## src/logic/bbs_pkg.sv

```systemverilog
// Constants and types of the buck-boost setpoint register.
// Assumes an 8-bit register port and a 50 MHz system clock.
package bbs_pkg;
	localparam int ADDR_W = 8;
	localparam int DATA_W = 8;
	localparam logic [7:0] SETPOINT_ADDR = 8'h19;
	localparam logic [7:0] SETPOINT_RESET = 8'hB2;
	localparam int SKIP_BIT = 7;
	localparam int RSVD_BIT = 6;
	localparam int CODE_MSB = 5;
	localparam int CODE_W = 6;
	localparam logic [5:0] CODE_DEFAULT = 6'h32;
	localparam logic [5:0] CODE_FINE_LAST = 6'h0F;
	localparam logic [5:0] CODE_LAST_VALID = 6'h34;
	localparam logic [15:0] MV_BASE = 16'h0497;
	localparam logic [15:0] MV_FINE_STEP = 16'h0019;
	localparam logic [15:0] MV_COARSE_STEP = 16'h0032;
	localparam logic [15:0] MV_FINE_TOP = 16'h060E;
	localparam int CLK_HZ = 50000000;
	localparam int BLANK_MS = 5;
	localparam int BLANK_CYCLES = CLK_HZ / 1000 * BLANK_MS;
	localparam int STATUS_ADDR_INT = 8'h1C;
	localparam logic [7:0] STATUS_ADDR = 8'h1C;
	localparam int ST_BLANK_BIT = 0;
	localparam int ST_RSVD_BIT = 1;
	localparam int ST_LOCK_BIT = 2;
	typedef enum logic [0:0] {
		BLK_IDLE = 1'b0,
		BLK_HOLD = 1'b1
	} bbs_blank_state_t;
endpackage : bbs_pkg

```

## src/logic/bbs_blank_timer.sv

```systemverilog
// Monitoring blanking timer: a start pulse holds blanking for a fixed count.
// Assumes one clock; a new start restarts the full interval.
`timescale 1ns/100ps
module bbs_blank_timer #(
	parameter int COUNT = bbs_pkg::BLANK_CYCLES
) (
	input wire logic clk_sys,
	input wire logic rst_n,
	input wire logic start,
	output logic blanking
);
	import bbs_pkg::*;
	localparam int CW = $clog2(COUNT + 1);
	if (COUNT < 1) begin : gBadCount
		$error("COUNT must be at least one");
	end
	typedef struct packed {
		bbs_blank_state_t state;
		logic [CW-1:0] cnt;
	} bbs_timer_st_t;
	bbs_timer_st_t st_reg, st_next;
	always_comb begin
		st_next = st_reg;
		if (start) begin
			st_next.state = BLK_HOLD;
			st_next.cnt = CW'(COUNT - 1);
		end else begin
			unique case (st_reg.state)
				BLK_IDLE: st_next.cnt = '0;
				BLK_HOLD: begin
					if (st_reg.cnt == '0) st_next.state = BLK_IDLE;
					else st_next.cnt = st_reg.cnt - CW'(1);
				end
			endcase
		end
	end
	always_ff @(posedge clk_sys or negedge rst_n) begin
		if (!rst_n) st_reg <= '{BLK_IDLE, '0};
		else st_reg <= st_next;
	end
	assign blanking = (st_reg.state == BLK_HOLD);
endmodule : bbs_blank_timer

```

## src/logic/bbs_code_map.sv

```systemverilog
// Maps a voltage code to millivolts and flags the reserved range.
// Pure combinational; the caller registers the results.
`timescale 1ns/100ps
module bbs_code_map (
	input wire logic [bbs_pkg::CODE_W-1:0] code,
	output logic [15:0] millivolts,
	output logic reserved
);
	import bbs_pkg::*;
	always_comb begin
		reserved = (code > CODE_LAST_VALID);
		if (code <= CODE_FINE_LAST)
			millivolts = 16'(MV_BASE + 16'(code) * MV_FINE_STEP);
		else if (!reserved)
			millivolts = 16'(MV_FINE_TOP + 16'(code - CODE_FINE_LAST) * MV_COARSE_STEP);
		else
			millivolts = '0;
	end
endmodule : bbs_code_map

```

## src/logic/bbs_setpoint.sv

```systemverilog
// Buck-boost converter setpoint register with write protection and monitor blanking.
// Assumes a same-clock register port and an unlock level from the password logic.
//
// What this block does
// [RQ1] The setpoint register sits at address 19h and resets to B2h.
// [RQ2] A write only lands while the password protection reports unlocked.
// [RQ3] Each accepted write blanks over/undervoltage monitoring for 5 ms.
// [RQ4] Bit 7 is the pulse-skip enable, read-write, reset one.
// [RQ5] Bits 5..0 are the voltage code: 25 mV steps to 1.550 V, then 50 mV to 3.400 V.
// [RQ6] Software must not program codes 35h to 3Fh, which have no voltage.
// [RQ7] Software should change the code only while the converter is disabled.
// [RQ8] The code resets to 32h unless a strapped default is selected.
// [RQ9] Bit 6 is reserved, reads zero and ignores writes.
//
// Chosen here: the strobed register port.
`timescale 1ns/100ps
module bbs_setpoint #(
	parameter int BLANK_COUNT = bbs_pkg::BLANK_CYCLES
) (
	input wire logic clk_sys,
	input wire logic rst_n,
	input wire logic [bbs_pkg::ADDR_W-1:0] regAddr,
	input wire logic [bbs_pkg::DATA_W-1:0] regWdata,
	input wire logic regWrite,
	input wire logic regRead,
	output logic [bbs_pkg::DATA_W-1:0] regRdata,
	input wire logic writeUnlocked,
	input wire logic converterEnabled,
	input wire logic defaultSelectStrap,
	input wire logic [bbs_pkg::CODE_W-1:0] strapCode,
	output logic pulseSkipEnable,
	output logic [bbs_pkg::CODE_W-1:0] voltageCode,
	output logic [15:0] setpointMillivolts,
	output logic monitorBlank,
	output logic codeReserved,
	output logic codeChangedLive
);
	import bbs_pkg::*;
	if (BLANK_COUNT < 1) begin : gBadCount
		$error("BLANK_COUNT must be at least one");
	end

	// ----------------------------------------
	// State
	// ----------------------------------------
	typedef struct packed {
		logic skip;
		logic [CODE_W-1:0] code;
		logic [DATA_W-1:0] rdata;
		logic [1:0] strapSync;
		logic [1:0] strapPrime;
		logic [1:0][CODE_W-1:0] strapCodeSync;
		logic strapLoaded;
		logic [15:0] mv;
		logic rsvd;
		logic live;
		logic blank;
	} bbs_state_t;
	bbs_state_t st_reg, st_next;
	logic acceptWrite;
	logic blanking;
	logic [15:0] mapMv;
	logic mapRsvd;

	// ----------------------------------------
	// Helpers
	// ----------------------------------------
	bbs_blank_timer #(.COUNT(BLANK_COUNT)) uTimer (
		.clk_sys(clk_sys),
		.rst_n(rst_n),
		.start(acceptWrite),
		.blanking(blanking)
	);
	bbs_code_map uMap (
		.code(st_reg.code),
		.millivolts(mapMv),
		.reserved(mapRsvd)
	);

	// ----------------------------------------
	// Next state
	// ----------------------------------------
	always_comb begin
		st_next = st_reg;
		acceptWrite = regWrite && (regAddr == SETPOINT_ADDR) && writeUnlocked; // [RQ1] [RQ2]
		st_next.strapSync = {st_reg.strapSync[0], defaultSelectStrap};
		st_next.strapPrime = {st_reg.strapPrime[0], 1'b1};
		st_next.strapCodeSync = {st_reg.strapCodeSync[0], strapCode};
		// Strap taken once, when both synchroniser stages hold pin values
		if (!st_reg.strapLoaded && st_reg.strapPrime[1]) begin
			st_next.strapLoaded = 1'b1;
			if (st_reg.strapSync[1]) st_next.code = st_reg.strapCodeSync[1]; // [RQ8]
		end
		if (acceptWrite) begin
			// An early write wins over a later strap load
			st_next.strapLoaded = 1'b1;
			st_next.skip = regWdata[SKIP_BIT]; // [RQ4]
			st_next.code = regWdata[CODE_MSB:0]; // [RQ5]
			// Live change flagged for software to inspect
			if (converterEnabled && regWdata[CODE_MSB:0] != st_reg.code) st_next.live = 1'b1; // [RQ7]
		end
		if (regRead && regAddr == STATUS_ADDR && !(acceptWrite && converterEnabled))
			st_next.live = 1'b0;
		st_next.rdata = '0;
		if (regRead) begin
			if (regAddr == SETPOINT_ADDR) begin
				st_next.rdata[SKIP_BIT] = st_reg.skip;
				st_next.rdata[RSVD_BIT] = 1'b0; // [RQ9]
				st_next.rdata[CODE_MSB:0] = st_reg.code;
			end else if (regAddr == STATUS_ADDR) begin
				st_next.rdata[ST_BLANK_BIT] = blanking;
				st_next.rdata[ST_RSVD_BIT] = mapRsvd; // [RQ6]
				st_next.rdata[ST_LOCK_BIT] = writeUnlocked;
			end
		end
		st_next.mv = mapMv; // [RQ5]
		st_next.rsvd = mapRsvd; // [RQ6]
		st_next.blank = blanking || acceptWrite; // [RQ3]
	end

	// ----------------------------------------
	// Registers
	// ----------------------------------------
	always_ff @(posedge clk_sys or negedge rst_n) begin
		if (!rst_n) begin
			st_reg.skip <= SETPOINT_RESET[SKIP_BIT]; // [RQ1] [RQ4]
			st_reg.code <= CODE_DEFAULT; // [RQ8]
			st_reg.rdata <= '0;
			st_reg.strapSync <= '0;
			st_reg.strapPrime <= '0;
			st_reg.strapCodeSync <= '0;
			st_reg.strapLoaded <= 1'b0;
			st_reg.mv <= '0;
			st_reg.rsvd <= 1'b0;
			st_reg.live <= 1'b0;
			st_reg.blank <= 1'b0;
		end else begin
			st_reg <= st_next;
		end
	end

	assign regRdata = st_reg.rdata;
	assign pulseSkipEnable = st_reg.skip;
	assign voltageCode = st_reg.code;
	assign setpointMillivolts = st_reg.mv;
	assign monitorBlank = st_reg.blank;
	assign codeReserved = st_reg.rsvd;
	assign codeChangedLive = st_reg.live;
endmodule : bbs_setpoint

```

## config.mk

```make
export PLATFORM = sky130hd
export DESIGN_NAME = bbs_setpoint
export DESIGN_NICKNAME = d
export VERILOG_FILES = /design/src/logic/bbs_pkg.sv /design/src/logic/bbs_blank_timer.sv /design/src/logic/bbs_code_map.sv /design/src/logic/bbs_setpoint.sv
export SDC_FILE = /design/constraint.sdc
export NUM_CORES = 1
export LEC_CHECK = 0
export ABC_AREA = 1
export BUFFER_PORTS_ARGS = -buffer_cell sky130_fd_sc_hd__buf_2
export CORE_MARGIN = 2
export CORE_UTILIZATION = 30
export CTS_CLUSTER_DIAMETER = 30
export CTS_CLUSTER_SIZE = 25
export DETAILED_ROUTE_END_ITERATION = 10
export SETUP_SLACK_MARGIN = 0.2
export SYNTH_ARGS = -nofsm -noshare
export SYNTH_HDL_FRONTEND = slang
export SYNTH_SLANG_ARGS = --single-unit
export TNS_END_PERCENT = 20
```

## constraint.sdc

```tcl
create_clock -name clk_sys -period 5.06 [get_ports clk_sys]
set_clock_uncertainty 0.05 [all_clocks]
set_input_delay 0.506 -clock clk_sys [delete_from_list [all_inputs] [get_ports clk_sys]]
set_output_delay 0.506 -clock clk_sys [all_outputs]
set_load 0.01 [all_outputs]
```

-- Word level (Yosys, flattened, before mapping)
Cells that the tools add are included.
- word-level logic and storage cells: 63
- bits in writable memories: 0
- register bits: 70
- memories kept: 0
- memory bits (read-only): 0
- bits in latches: 0
- output and inout bits: 34
- bits of input ports: 29
- multipliers: 2
- order comparisons: 2
- reduce and logical (&&, ||, !) cells: 17
- mux-type cells: 19
- bitwise gates (word level): 1
- $add $sub $neg: 4
- div/mod/pow operators: 0
- shift operators: 0
- equality and inequality tests: 4
- operators with widths (cell ; count):
    one-hot mux 18 bit (2 select lines) ; 1
    two-way mux 16 bit ; 2
    two-way mux 19 bit ; 1
    zero test 18 bit ; 1
    two-way mux 18 bit ; 1
    two-way mux 6 bit ; 3
    subtractor 18 x 1 -> 18 bit (second input constant) ; 1
    adder 11 x 16 -> 16 bit (first input constant) ; 1
    equality test 8 x 5 -> 1 bit (second input constant) ; 2
    multiplier 16 x 5 -> 15 bit (second input constant) ; 1
    adder 11 x 11 -> 12 bit (first input constant) ; 1
    multiplier 6 x 5 -> 11 bit (second input constant) ; 1
    two-way mux 8 bit ; 1
    nonzero test 2 bit ; 4
    logical AND 1 bit ; 7
    two-way mux 1 bit ; 7
    subtractor 6 x 4 -> 7 bit (second input constant) ; 1
    greater-than comparator 6 bit (second input constant) ; 1
    less-or-equal comparator 6 x 4 -> 1 bit (second input constant) ; 1
    two-way mux 3 bit ; 2
    inequality test 6 bit ; 1
    two-way mux 5 bit ; 1
    AND reduction 2 bit ; 2
    inequality test 3 bit (second input constant) ; 1
    other kinds (3) ; 4

-- Logic depth before layout (Yosys ltp)
- depth in word-level cells: 8
- depth in mapped cells: 22
- gate-level depth less buffers: 22

-- Cells and area by module
Synthesis repeated with hierarchy kept, for this count alone.
- cells, all modules: 653
- area total of the unflattened synthesis: 5250.0 um^2
- modules (own cells, without submodules) (module ; sequential area each (um^2) ; area an instance (um^2) ; cells each ; times used):
    bbs_code_map ; 0.0 ; 2098.3 ; 295 ; 1
    bbs_setpoint ; 1256.2 ; 2013.2 ; 205 ; 1
    bbs_blank_timer ; 475.5 ; 1138.6 ; 153 ; 1

-- Worst setup path after synthesis
Ideal clock, no wire load.
- kind: register to register
- from: register, netlist name voltageCode[1]
- to: register st_reg, in the netlist setpointMillivolts[15]
- buffers on the path: 0
- required time: 4.889 ns
- cell stages (with the launch flop): 18
- setup slack: 1.222 ns
- arrival: 3.667 ns
- clock period less this slack: 3.838 ns
- path through: dfstp_2 > ha_1 > nand3_1 > nand2_1 > xor2_1 > inv_1 > ha_1 > fa_1 > fa_1 > ha_1 > a21oi_1 > nand3_2 > nand3_1 > nand3_1 > nand2_1 > inv_1 > nor3_1 > nor2_1
- word-level cells in the longest chain between the ends: 5
- elaborated cells on any way between the ends: 7
- RTL lines (item ; RTL line ; text):
    subtractor 6 x 4 -> 7 bit ; bbs_code_map.sv:15 ; millivolts = 16'(MV_FINE_TOP + 16'(code - CODE_FINE_LAST) * MV_COARSE_STEP);
    multiplier 16 x 5 -> 15 bit ; bbs_code_map.sv:15 ;
    adder 11 x 16 -> 16 bit ; bbs_code_map.sv:15 ;
    two-way mux 16 bit ; bbs_code_map.sv:14 ; else if (!reserved)
    two-way mux 16 bit (*) ; bbs_code_map.sv:12 ; if (code <= CODE_FINE_LAST)
    net mapMv[15] ; bbs_setpoint.sv:62 ; logic [15:0] mapMv;
    to (signal assigned) ; bbs_setpoint.sv:138 ; st_reg <= st_next;
    to (decl) ; bbs_setpoint.sv:59 ; bbs_state_t st_reg, st_next;
Mark *: on every way through the listed nets, which the timed path passes. The rest lies on a longest branch.
A chain may end at the register's enable or synchronous reset.

-- Worst setup path after layout
- from: register, netlist name voltageCode[1]
- to: register st_reg, in the netlist setpointMillivolts[15]
- word-level cells in the longest chain between the ends: 5
- elaborated cells on any way between the ends: 7
- RTL lines (item ; RTL line):
    subtractor 6 x 4 -> 7 bit ; bbs_code_map.sv:15
    multiplier 16 x 5 -> 15 bit ; bbs_code_map.sv:15
    adder 11 x 16 -> 16 bit ; bbs_code_map.sv:15
    two-way mux 16 bit ; bbs_code_map.sv:14
    two-way mux 16 bit (*) ; bbs_code_map.sv:12
    net mapMv[15] ; bbs_setpoint.sv:62
Marks and branches as above.

==> key figures <==
Yosys
  – Ranking of synthesized cells by area: dfrtp_1 (32%), ha_1 (14%), nand2_1 (7.3%)
  – Net Count, Synth: 687
  – Area leader, netlist: dfrtp_1
  – Cell Area, Synth: 0.00506 mm^2
  – #FFs+latches synth: 69
  – Post-synth EDFFs: 0
  – Cell variety after synth: 51
  – Gate count after technology mapping: 592
  – Post-synth top area share: 0.322
  – Avg Inst Size Synth: 8.54 um^2
  – Register area share after synthesis: 0.342
  – Main synth FF type: dfrtp_1
  – Warnings, synthesis: 0
  – Post-synth ARST share: 1.00

Floorplanning
  – Num rows: 47
  – Die area: 0.0179 mm^2
  – Core area: 0.0165 mm^2
  – Chip height: 134 um
  – Initial core utilization: 0.306
  – Die X: 134 um
  – Io pins: 63

Setup path
  – Startpoint types: register
  – Worst-case reg-to-reg path depth: 17
  – Reg2reg setup slack: 760 ps
  – Worst EP arrival: 4480 ps
  – Crit end category: register
  – Critical path type: reg2reg
  – Critical Path RT: 5240 ps
  – Crit-path max FO: 7

Worst hold path
  – Hold WC Path Type: in2reg
  – Hold depth: 1

STA
  – Setup TNS: 0 ps
  – Worst rel slew slack: 0.403
  – Crit path time final: 4300 ps
  – Setup violations, final: 0
  – Pins Over Slew Limit: 0
  – Post-route clock period utilization: 0.849
  – RSZ-0062 raised after global routing: false
  – Worst Tran Pin Value: 895 ps
  – Final hold vios: 0
  – Worst hold margin: 214 ps
  – Fmax: 0.233 GHz

CTS
  – TritonCTS clock tree: done
  – Post-CTS Resized: 0
  – Clock tree buffer depth: 2
  – H-tree depth: 3
  – CTS buffer count: 9
  – # clock sinks: 69
  – Root buf cell: clkbuf_16
  – Post-CTS Setup Bufs: 0
  – Clock latency on the worst-skew pair: 350 ps
  – CTS clock-pin slew for the worst setup and hold paths: 60 ps
  – CTS Hold Buffers Added: 0

Placed design
  – GP Congestion: 0.797
  – HPWL after DPL: 8.42 mm
  – Dpl cells: 840
  – Number of buffers added on ports: 60

GRT
  – GRT overflow: 0
  – Initial antenna violation count: 0
  – Vias in the first global route: 3725
  – Largest net degree at the start of global routing: 70
  – First-pass GRT wire length: 18.8 mm
  – All-layer global routing usage: 0.134

Pwr
  – Lkg Pwr: 3.01 nW
  – Power Dens Cells: 291 mW/mm^2
  – Max rail drop VDD: 0.200 mV

Final layout
  – Max reg flops: 18
  – Final #Nets: 726
  – Layout area overhead: 12.2%
  – Share of layout cells above drive strength 1: 0.220
  – FF/Latch Area: 0.00173 mm^2
  – Multi-input gate area in the final layout: 0.00272 mm^2
  – Final Non-Filler Cells: 856
  – Antenna cells: 0
  – Total of fill cells in the finished design: 1728

Status
  – Status: complete, no violations

Routing
  – Total wire length: 11.1 mm
  – Via density: 4.43
  – Wire per inst: 12.9 um
  – Drt pass-1 iters: 4
  – Antenna-violating nets left: 0
  – DRC viols: 0
  – DR iter-0 viols: 181
  – Vias: 3796

Run
  – Max Cap Viol: 0
report_power, final:
| part | internal [mW] | switching [mW] | total [mW] |
|---|---|---|---|
| registers | 0.602 | 0.0332 | 0.635 |
| logic | 0.173 | 0.251 | 0.424 |
| clock network | 0.332 | 0.261 | 0.593 |
| total | 1.11 | 0.545 | 1.65 |
synth_stat cells (6+ instances only):
master and instances:
a21oi_1 16, a41oi_1 6, buf_4 31, dfrtp_1 65, fa_1 8, ha_1 58, inv_1 81, nand2_1 98
nand2_2 6, nand3_1 32, nand3_2 9, nand4_1 10, nor2_1 52, nor2_2 9, nor2_4 6, o21ai_0 18
xnor2_1 6, xor2_1 11
final cells by class:
type                            instances  share of cell area
Multi-Input combinational cell        398               0.480
Sequential cell                        69               0.305
Inverter                               89              0.0604
Timing Repair Buffer                   64              0.0582
Tap cell                              220              0.0485
Clock buffer                            9              0.0397
Clock inverter                          7             0.00881
stage by stage:
stage / total power [mW] / worst slack (ps) / instance area (um^2) / util
floorplan: 0.992 / 1220 / 5060 / -
global placement: 1.07 / 738 / 5400 / 0.327
detailed placement: 1.07 / 720 / 5400 / 0.327
CTS: 1.68 / 699 / 5680 / 0.344
global route: 1.78 / 355 / 5680 / 0.344
finish: 1.65 / 762 / 5680 / 0.344
path summary, 6_finish.rpt:
kind,endpoint,startpoint
min in group asynchronous,setpointMillivolts[0]$_DFF_PN0_,rst_n
hold / removal,st_next[35]$_DFF_PN0_,defaultSelectStrap
max in group asynchronous,uTimer.st_reg[16]$_DFFE_PN0P_,rst_n
setup / recovery,setpointMillivolts[15]$_DFF_PN0_,voltageCode[1]$_DFFE_PN1P_
setup reg to reg,setpointMillivolts[15]$_DFF_PN0_,voltageCode[1]$_DFFE_PN1P_
hold reg to reg,st_reg[30]$_DFF_PN0_,st_next[30]$_DFF_PN0_
worst max-delay path, stage by stage, from the launching register on:
cell	delay, ps
dfstp_2	620
ha_1	300
nand3_1	130
nand2_1	100
xor2_1	250
inv_1	190
ha_1	240
fa_1	500
fa_1	420
ha_1	380
a21oi_1	220
nand3_2	130
nand3_1	140
nand3_1	80
nand2_1	130
inv_1	70
nor3_1	180
nor2_1	60
cells by family after synthesis:
kind of cell | count (synthesis) | share of synthesized area
and+or+nand+nor | 246 | 0.248
adders and majority gates | 66 | 0.175
buffers and inverters | 125 | 0.119
AOI/OAI and AO/OA | 66 | 0.0806
DFF | 69 | 0.342
xor gates and xnor gates | 18 | 0.0326
other | 2 | 0.00148
placed cells by master (no fill, tap or decap), types with 11 or more instances in the layout:
cell type  instances
nand2_1           98
inv_1             81
dfrtp_1           65
buf_2             60
ha_1              58
nor2_1            52
nand3_1           32
o21ai_0           18
a21oi_1           16
xor2_1            11
routing by layer:
layer / GRT usage / wire [um] / vias up
met3: 0.0306 / 503 / 9
li1: - / - / 1977
met4: 0.0550 / 175 / 0
met1: 0.190 / 5570 / 1735
met5: 0 / 0 / -
met2: 0.197 / 4810 / 75
(Power assumes the default switching activity.)
